### src/logic/ata_access_regs.vh
// constants for the parallel ATA register access decode block
// assumes a 100 MHz system clock and a 32-bit Avalon-MM register port
`ifndef ATA_ACCESS_REGS_VH
`define ATA_ACCESS_REGS_VH

// avalon word offsets (byte addresses)
`define OFS_CTRL 4'h0
`define OFS_STATUS 4'h4
`define OFS_TASK 4'h8
`define OFS_EVENT 4'hc

// control register fields
`define CTRL_SLEEP 0
`define CTRL_DEVNUM 1
`define CTRL_PACKET 2
`define CTRL_DRST_IMPL 3
`define CTRL_ANSWER_D1 4
`define CTRL_DMA_REQ 5
`define CTRL_W 6
`define CTRL_RESET 6'h00

// host-visible status byte reset value
`define STATUS_RESET 8'h00

// task readback fields: device[7:0], command[15:8], control[23:16]
`define TASK_DEV_LSB 0
`define TASK_CMD_LSB 8
`define TASK_DCTL_LSB 16

// event register fields, write one to clear
`define EV_CMD 0
`define EV_DIAG 1
`define EV_SRST 2
`define EV_DRST 3
`define EV_W 4

// ata register fields and codes
`define DEV_BIT 4
`define SRST_BIT 2
`define CMD_DIAG 8'h90
`define CMD_DRST 8'h08
`define ADDR_DCTL 3'h6
`define ADDR_DEV 3'h6
`define ADDR_CMD 3'h7
`define DEV_RESET 8'h00
`define CMD_RESET 8'h00
`define DCTL_RESET 8'h00

`endif

### src/logic/ata_access_decode.v
// host-port register access decode of a parallel ATA device
// assumes the host adapter drives the strobes asynchronously; all pins are
// resynchronised to CLK_SYS before use. software manages the device over Avalon-MM.
//
// Summary of operation
// - answering for device 1 without packet support, device read returns DEV forced one.
// - answering for device 1 with packet support, device read returns 00h.
// - answering for device 1, command write is stored without a command event.
// - answering for device 1, only EXECUTE DEVICE DIAGNOSTICS is executed.
// - answering for device 1, status read drives 00h.
// - strobes with both or neither chip select asserted are ignored.
// - device is selected only when DEV equals its own device number.
// - in sleep, device control write updates SRST only, responds only if one.
// - in sleep, all reads, device control read included, and all other writes except the device reset cases below are ignored.
// - in sleep with device reset, device write updates DEV, device read ignored.
// - in sleep with device reset, command acted on only if selected and DEVICE RESET.
// - in sleep with device reset, status reads are ignored.
// - in sleep, DMARQ is released regardless of register access.
`include "ata_access_regs.vh"

module ata_access_decode (
  input wire CLK_SYS, // system clock, 100 MHz
  input wire RST_N, // asynchronous reset, active low
  input wire CS0_N, // command block chip select pin
  input wire CS1_N, // control block chip select pin
  input wire [2:0] DA, // register address pins
  input wire DIOR_N, // read strobe pin
  input wire DIOW_N, // write strobe pin
  input wire [15:0] DD_IN, // data bus level seen at the pins
  output wire [15:0] DD_OUT, // data bus value driven by the device
  output wire DD_OE_N, // data bus enable, low while driving
  output wire DMARQ_OUT, // dma request value
  output wire DMARQ_OE_N, // dma request enable, low while driving
  input wire [3:0] AVS_ADDRESS, // avalon byte address
  input wire AVS_READ, // avalon read request
  input wire AVS_WRITE, // avalon write request
  input wire [31:0] AVS_WRITEDATA, // avalon write data
  input wire [3:0] AVS_BYTEENABLE, // avalon byte enables
  output wire [31:0] AVS_READDATA, // avalon read data
  output wire AVS_WAITREQUEST // avalon wait request
);

  reg rst_s1_r;
  reg rst_n_r;
  wire rst_n;

  always @(posedge CLK_SYS or negedge RST_N) begin
    if (!RST_N) begin
      rst_s1_r <= 1'b0;
      rst_n_r <= 1'b0;
    end else begin
      rst_s1_r <= 1'b1;
      rst_n_r <= rst_s1_r;
    end
  end
  assign rst_n = rst_n_r;

  // pin synchronisers: first stage feeds only the second
  reg [23:0] pin_s1_r;
  reg [23:0] pin_s2_r;
  wire [23:0] pin_raw;
  assign pin_raw = {DD_IN, ~CS0_N, ~CS1_N, DA, ~DIOR_N, ~DIOW_N, 1'b0};

  always @(posedge CLK_SYS or negedge rst_n) begin
    if (!rst_n) begin
      pin_s1_r <= 24'h000000;
      pin_s2_r <= 24'h000000;
    end else begin
      pin_s1_r <= pin_raw;
      pin_s2_r <= pin_s1_r;
    end
  end

  wire [15:0] dd_s;
  wire cs0_s;
  wire cs1_s;
  wire [2:0] da_s;
  wire rd_s;
  wire wr_s;
  assign dd_s = pin_s2_r[23:8];
  assign cs0_s = pin_s2_r[7];
  assign cs1_s = pin_s2_r[6];
  assign da_s = pin_s2_r[5:3];
  assign rd_s = pin_s2_r[2];
  assign wr_s = pin_s2_r[1];

  // act on the strobe edge, not its level, so a long write acts only once
  reg wr_d_r;
  wire wr_start;
  assign wr_start = wr_s & ~wr_d_r;

  // software-owned state
  reg [`CTRL_W-1:0] ctrl_r;
  reg [7:0] status_r;
  reg [`EV_W-1:0] event_r;
  reg [`EV_W-1:0] event_nxt;

  // ata register state
  reg [7:0] dev_r;
  reg [7:0] cmd_r;
  reg [7:0] dctl_r;
  reg [7:0] dev_nxt;
  reg [7:0] cmd_nxt;
  reg [7:0] dctl_nxt;

  wire sleep;
  wire dev_num;
  wire packet;
  wire drst_impl;
  assign sleep = ctrl_r[`CTRL_SLEEP];
  assign dev_num = ctrl_r[`CTRL_DEVNUM];
  assign packet = ctrl_r[`CTRL_PACKET];
  assign drst_impl = ctrl_r[`CTRL_DRST_IMPL];

  wire selected;
  assign selected = dev_r[`DEV_BIT] == dev_num;

  // device 0 stands in for an absent device 1 once DEV points at device 1
  wire answer_d1;
  assign answer_d1 = ctrl_r[`CTRL_ANSWER_D1] & ~dev_num & dev_r[`DEV_BIT];

  wire cs_ok;
  assign cs_ok = cs0_s ^ cs1_s;

  wire hit_dctl;
  wire hit_dev;
  wire hit_cmd;
  assign hit_dctl = cs_ok & cs1_s & (da_s == `ADDR_DCTL);
  assign hit_dev = cs_ok & cs0_s & (da_s == `ADDR_DEV);
  assign hit_cmd = cs_ok & cs0_s & (da_s == `ADDR_CMD);

  wire [7:0] wdata;
  assign wdata = dd_s[7:0];

  reg [`EV_W-1:0] ev_set;

  always @* begin
    dev_nxt = dev_r;
    cmd_nxt = cmd_r;
    dctl_nxt = dctl_r;
    ev_set = {`EV_W{1'b0}};
    if (wr_start) begin
      if (sleep) begin
        if (hit_dctl) begin
          dctl_nxt[`SRST_BIT] = wdata[`SRST_BIT];
          ev_set[`EV_SRST] = wdata[`SRST_BIT];
        end
        if (hit_dev && drst_impl) begin
          dev_nxt[`DEV_BIT] = wdata[`DEV_BIT];
        end
        if (hit_cmd && drst_impl && selected && wdata == `CMD_DRST) begin
          cmd_nxt = wdata;
          ev_set[`EV_DRST] = 1'b1;
        end
        // everything else in sleep falls through untouched
      end else begin
        if (hit_dctl) begin
          dctl_nxt = wdata;
          ev_set[`EV_SRST] = wdata[`SRST_BIT];
        end
        if (hit_dev) begin
          dev_nxt = wdata;
        end
        if (hit_cmd) begin
          if (answer_d1) begin
            cmd_nxt = wdata;
            ev_set[`EV_DIAG] = (wdata == `CMD_DIAG);
          end else if (selected) begin
            cmd_nxt = wdata;
            ev_set[`EV_CMD] = 1'b1;
            ev_set[`EV_DIAG] = (wdata == `CMD_DIAG);
            ev_set[`EV_DRST] = (wdata == `CMD_DRST);
          end
        end
      end
    end
  end

  // read drive decision, evaluated while the read strobe stands
  reg rd_drive;
  reg [7:0] rd_val;

  always @* begin
    rd_drive = 1'b0;
    rd_val = 8'h00;
    if (rd_s && !sleep) begin
      if (hit_dev) begin
        if (answer_d1) begin
          rd_drive = 1'b1;
          if (packet) begin
            rd_val = 8'h00;
          end else begin
            rd_val = dev_r;
            rd_val[`DEV_BIT] = 1'b1;
          end
        end else if (selected) begin
          rd_drive = 1'b1;
          rd_val = dev_r;
        end
      end else if (hit_cmd) begin
        if (answer_d1) begin
          // status of absent device reads zero
          rd_drive = 1'b1;
          rd_val = 8'h00;
        end else if (selected) begin
          rd_drive = 1'b1;
          rd_val = status_r;
        end
      end
    end
  end

  reg dmarq_nxt;
  reg dmarq_oe_n_nxt;

  // sleep releases the request pin whatever the host is doing
  always @* begin
    dmarq_nxt = ctrl_r[`CTRL_DMA_REQ];
    dmarq_oe_n_nxt = 1'b0;
    if (sleep) begin
      dmarq_nxt = 1'b0;
      dmarq_oe_n_nxt = 1'b1;
    end
  end

  reg [7:0] dd_out_r;
  reg dd_oe_n_r;
  reg dmarq_oe_n_r;
  reg dmarq_r;

  always @(posedge CLK_SYS or negedge rst_n) begin
    if (!rst_n) begin
      wr_d_r <= 1'b0;
      dev_r <= `DEV_RESET;
      cmd_r <= `CMD_RESET;
      dctl_r <= `DCTL_RESET;
      dd_out_r <= 8'h00;
      dd_oe_n_r <= 1'b1;
      dmarq_r <= 1'b0;
      dmarq_oe_n_r <= 1'b1;
    end else begin
      wr_d_r <= wr_s;
      dev_r <= dev_nxt;
      cmd_r <= cmd_nxt;
      dctl_r <= dctl_nxt;
      dd_out_r <= rd_val;
      dd_oe_n_r <= ~rd_drive;
      dmarq_r <= dmarq_nxt;
      dmarq_oe_n_r <= dmarq_oe_n_nxt;
    end
  end

  assign DD_OUT = {8'h00, dd_out_r};
  assign DD_OE_N = dd_oe_n_r;
  assign DMARQ_OUT = dmarq_r;
  assign DMARQ_OE_N = dmarq_oe_n_r;

  // avalon slave: one wait cycle, answer at the second edge of a request
  reg ack_r;
  reg [31:0] rdata_r;
  wire req;
  assign req = AVS_READ | AVS_WRITE;
  assign AVS_WAITREQUEST = req & ~ack_r;
  assign AVS_READDATA = rdata_r;

  wire wr_take;
  assign wr_take = AVS_WRITE & ack_r;

  // only byte lane 0 carries register bits; writes with it disabled change nothing
  wire wr_ctrl;
  wire wr_status;
  wire wr_event;
  assign wr_ctrl = wr_take & AVS_BYTEENABLE[0] & (AVS_ADDRESS == `OFS_CTRL);
  assign wr_status = wr_take & AVS_BYTEENABLE[0] & (AVS_ADDRESS == `OFS_STATUS);
  assign wr_event = wr_take & AVS_BYTEENABLE[0] & (AVS_ADDRESS == `OFS_EVENT);

  reg [`CTRL_W-1:0] ctrl_nxt;
  reg [7:0] status_nxt;
  reg [31:0] rdata_nxt;

  always @* begin
    ctrl_nxt = ctrl_r;
    status_nxt = status_r;
    if (wr_ctrl) begin
      ctrl_nxt = AVS_WRITEDATA[`CTRL_W-1:0];
    end
    if (wr_status) begin
      status_nxt = AVS_WRITEDATA[7:0];
    end
  end

  always @* begin
    event_nxt = event_r;
    if (wr_event) begin
      event_nxt = event_r & ~AVS_WRITEDATA[`EV_W-1:0];
    end
    // a new event beats a clear in the same cycle
    event_nxt = event_nxt | ev_set;
  end

  // the word is captured at the request edge, so it stands at the answering edge
  always @* begin
    rdata_nxt = rdata_r;
    if (AVS_READ && !ack_r) begin
      case (AVS_ADDRESS)
        `OFS_CTRL: rdata_nxt = {26'h0, ctrl_r};
        `OFS_STATUS: rdata_nxt = {24'h000000, status_r};
        `OFS_TASK: rdata_nxt = {8'h00, dctl_r, cmd_r, dev_r};
        `OFS_EVENT: rdata_nxt = {28'h0000000, event_r};
        default: rdata_nxt = 32'h00000000;
      endcase
    end
  end

  always @(posedge CLK_SYS or negedge rst_n) begin
    if (!rst_n) begin
      ack_r <= 1'b0;
      rdata_r <= 32'h00000000;
      ctrl_r <= `CTRL_RESET;
      status_r <= `STATUS_RESET;
      event_r <= {`EV_W{1'b0}};
    end else begin
      ack_r <= req & ~ack_r;
      event_r <= event_nxt;
      ctrl_r <= ctrl_nxt;
      status_r <= status_nxt;
      rdata_r <= rdata_nxt;
    end
  end

endmodule // ata_access_decode

### config.mk
export PLATFORM = sky130hd
export DESIGN_NAME = ata_access_decode
export DESIGN_NICKNAME = d
export VERILOG_FILES = /design/src/logic/ata_access_decode.v
export VERILOG_INCLUDE_DIRS = /design/src /design/src/logic
export SDC_FILE = /design/constraint.sdc
export NUM_CORES = 1
export LEC_CHECK = 0
export ABC_AREA = 1
export BUFFER_PORTS_ARGS = -buffer_cell sky130_fd_sc_hd__buf_2
export CORE_ASPECT_RATIO = 0.7
export CORE_MARGIN = 2
export CORE_UTILIZATION = 52
export DETAILED_ROUTE_END_ITERATION = 10
export HOLD_SLACK_MARGIN = 0.1
export PLACE_DENSITY = 0.78
export SYNTH_ARGS = -nofsm -noshare
export SYNTH_HDL_FRONTEND = slang
export SYNTH_SLANG_ARGS = --single-unit
### constraint.sdc
create_clock -name CLK_SYS -period 3.9 [get_ports CLK_SYS]
set_clock_uncertainty 0.05 [all_clocks]
set_input_delay 0.585 -clock CLK_SYS [delete_from_list [all_inputs] [get_ports CLK_SYS]]
set_output_delay 0.585 -clock CLK_SYS [all_outputs]
set_load 0.01 [all_outputs]
==> flow_metrics.env <==
export IMPL_worst_slew_pin_slew_ps=754
export IMPL_layout_commonest_cell="nand2_1"
export IMPL_arrival_ps=2090
export IMPL_setup_violations=0
export IMPL_clkPwrFrac_pct=36.0
export IMPL_dieWidth_um=115
export IMPL_cpMostUsedCell="nand2_1"
export IMPL_synth_compound_area_share_pct=9.93
export IMPL_totalWireLength_um=9130
export IMPL_synth_simple_area_share_pct=20.7
export IMPL_fp_coreArea_mm2=0.00844
export IMPL_synthDistinctLibCells=30
export IMPL_vdd_drop_max_uv=246
export IMPL_syn_cell_area_mm2=0.00451
export IMPL_p_total_mw=2.54
export IMPL_cp_max_fo=10
export IMPL_synthCells=458
export IMPL_die_h_um=81.9
export IMPL_synth_top_family_by_area="simple AND/OR/NAND/NOR gates"
export IMPL_vias=3328
export IMPL_drtIter0Drc=344
export IMPL_nets=597
export IMPL_root_buffer="clkbuf_16"
export IMPL_final_min_clock_period_ps=1900
export IMPL_cp_num_buf_inv=1
export IMPL_cpLargestDelayFamily="simple AND/OR/NAND/NOR gates"
export IMPL_hold_viol=0
export IMPL_synthMuxAreaShare_pct=0
export IMPL_row_count=28
export IMPL_start_util_pct=53.4
export IMPL_wl_per_cell_um=14.0
export IMPL_worst_hold_path_type="in -> reg"
export IMPL_port_buffers=67
export IMPL_max_freq_mhz=525
export IMPL_mostFrequentLayoutCells="nand2_1, dfrtp_1, buf_2"
export IMPL_fin_crit_sh_pct=48.8
export IMPL_via_per_inst=5.09
export IMPL_drcViolationCount=0
export IMPL_synth_adder_area_share_pct=0.277
export IMPL_antenna_found_initial=0
export IMPL_dr_pass1_iters=5
export IMPL_cts_setup_buffers=0
export IMPL_grt_overflow=0
export IMPL_grt_pass1_vias=2922
export IMPL_place_area_mm2=0.00490
export IMPL_critical_path_cell_chain="ha_1 -> inv_1 -> nand2_1 -> nor2_2 -> nand2_1 -> a21oi_1"
export IMPL_cp_slowest_cell="dfrtp_1"
export IMPL_drv_slew=0
export IMPL_grt_pass1_wl_um=14600
export IMPL_avgSynthCellArea_um2=9.85
export IMPL_worstSetupPathType="reg -> reg"
export IMPL_ioPinCount=119
export IMPL_seq_area_frac_synth_pct=61.7
export IMPL_gp_congestion=0.854
export IMPL_cts_tree="yes"
export IMPL_design_area_mm2=0.00521
export IMPL_rsz0062_at_grt="no"
export IMPL_grt_total_usage_pct=20.4
export IMPL_place_hpwl_um=6560
export IMPL_switching_power_mw=0.662
export IMPL_start_kind="flip-flop"
export IMPL_power_density_mw_per_mm2=488
export IMPL_final_setup_tns_ps=0
export IMPL_cap_viol_max_count=0
export IMPL_cts_sinks=111
export IMPL_yosys_area_share_xor_xnor_pct=0
export IMPL_cpPeakStageDelay_ps=460
export IMPL_ant_nets=0
export IMPL_synth_seq_cells=111
export IMPL_comb_power_share_pct=10.9
export IMPL_critPathCaptureType="flip-flop"
export IMPL_htree_num_levels=3
export IMPL_dieArea_mm2=0.00944
export IMPL_synthToLayoutAreaGrowth_pct=15.5
export IMPL_antenna_cells=0
export IMPL_clk_latency_ps=340
export IMPL_clk_pin_slew_worst_paths_ps=70
export IMPL_clk_path_buf_depth=2
export IMPL_leakage_nw=2.65
export IMPL_drive_above_1_share_pct=25.3
export IMPL_yosysWarnings=0
export IMPL_cts_buffers=9
export IMPL_grt_max_degree=63
export IMPL_seqPwrFrac_pct=53.1
export IMPL_status="completed"
export IMPL_cp_required_ps=4080
export IMPL_switching_share_pct=26.1
export IMPL_power_internal_mw=1.88
export IMPL_relSlewSlack_pct=49.7
-- cell usage after synthesis, drive strengths merged --
cell type	n	area [µm²]
a21oi	12	86.3
nor2	18	87.6
dfstp	2	52.6
inv	38	143
nor3	3	26.3
nand4	8	50.1
o21ai	55	347
nand2	158	638
clkbuf	3	11.3
buf	23	170
o211ai	1	7.51
clkinv	1	5.00
ha	1	12.5
conb	2	7.51
o31ai	1	7.51
dfrtp	109	2730
nand3	23	130
-- sequential cells by signal (all words and copies together) (netlist names), 4 cells and up --
register and flops:
dctl_r 8, status_r 8, dev_r 8, ctrl_r 6
cmd_r 8, AVS_READDATA 24, pin_s2_r 15, event_r 4
dd_out_r 8, pin_s1_r 15
-- per-layer routing --
metal | global-route usage, % | up-vias | wire (µm) | share of wire (%)
met5 | 0 | - | 0 | 0
met4 | 4.46 | 0 | 50 | 0.55
met3 | 5.31 | 6 | 669 | 7.3
met2 | 30.3 | 160 | 4060 | 44
met1 | 30.3 | 1589 | 4350 | 48
li1 | - | 1573 | - | -
-- through the flow --
stage          hold slack (ps)  setup WS, ps  cells  util (%)
3_3_place_gp               282          1870    637      58.0
5_1_grt                    279          1850    654      61.7
3_5_place_dp               285          1790    637      58.0
2_1_floorplan              239           532    473         -
4_1_cts                    287          2060    654      61.7
6_report                   295          2000    654      61.7
-- kinds of logic after synthesis --
kind of cell | count (synthesis)
AND/OR/NAND/NOR | 210
AO/OA/AOI/OAI | 69
buffers and inverters | 65
other | 2
adder cells (fa/ha/maj) | 1
flip-flops | 111
-- worst register-to-register path, cell delays in order (launching register included) --
cell     delay [ps]
dfrtp_1         460
ha_1            350
inv_1            80
nand2_1          60
nor2_2          420
nand2_1         110
a21oi_1         270
-- layout make-up --
class | count | area (µm²)
clock inverter | 4 | 55.1
multi-input combinational | 297 | 1460
clock buffer | 12 | 246
tap | 120 | 150
inverter | 39 | 148
sequential | 111 | 2780
timing repair buffer | 71 | 368
fill | 701 | 3240
-- worst paths after layout --
kind                             startpoint      endpoint  slack, ps  depth (start not counted)
worst max-delay path               dev_r[4]   dd_out_r[3]       2000                          6
worst min-delay path               DD_IN[1]   pin_s1_r[9]        290                          1
worst max register to register     dev_r[4]   dd_out_r[3]       2000                          6
worst min register to register  pin_s1_r[1]   pin_s2_r[1]        300                          0
max in group asynchronous             rst_n      dev_r[2]       2860                          1
min in group asynchronous             rst_n  pin_s1_r[15]        360                          1
-- power groups by stage --
| stage | Clock, mW | Sequential (mW) | Combinational [mW] |
|---|---|---|---|
| 3_3_place_gp | 0 | 1.36 | 0.264 |
| 5_1_grt | 0.974 | 1.36 | 0.313 |
| 6_report | 0.915 | 1.35 | 0.277 |
| 4_1_cts | 0.930 | 1.35 | 0.278 |
| 3_5_place_dp | 0 | 1.37 | 0.273 |
| 2_1_floorplan | 0 | 1.36 | 0.185 |
-- repair_timing --
item | 4_1_cts | 5_1_grt
hold buffers | 1 | 0
gates resized for setup | 0 | 0
hold endpoints to repair | 2 | 0
No activity file was read; power rests on OpenSTA's default activity.
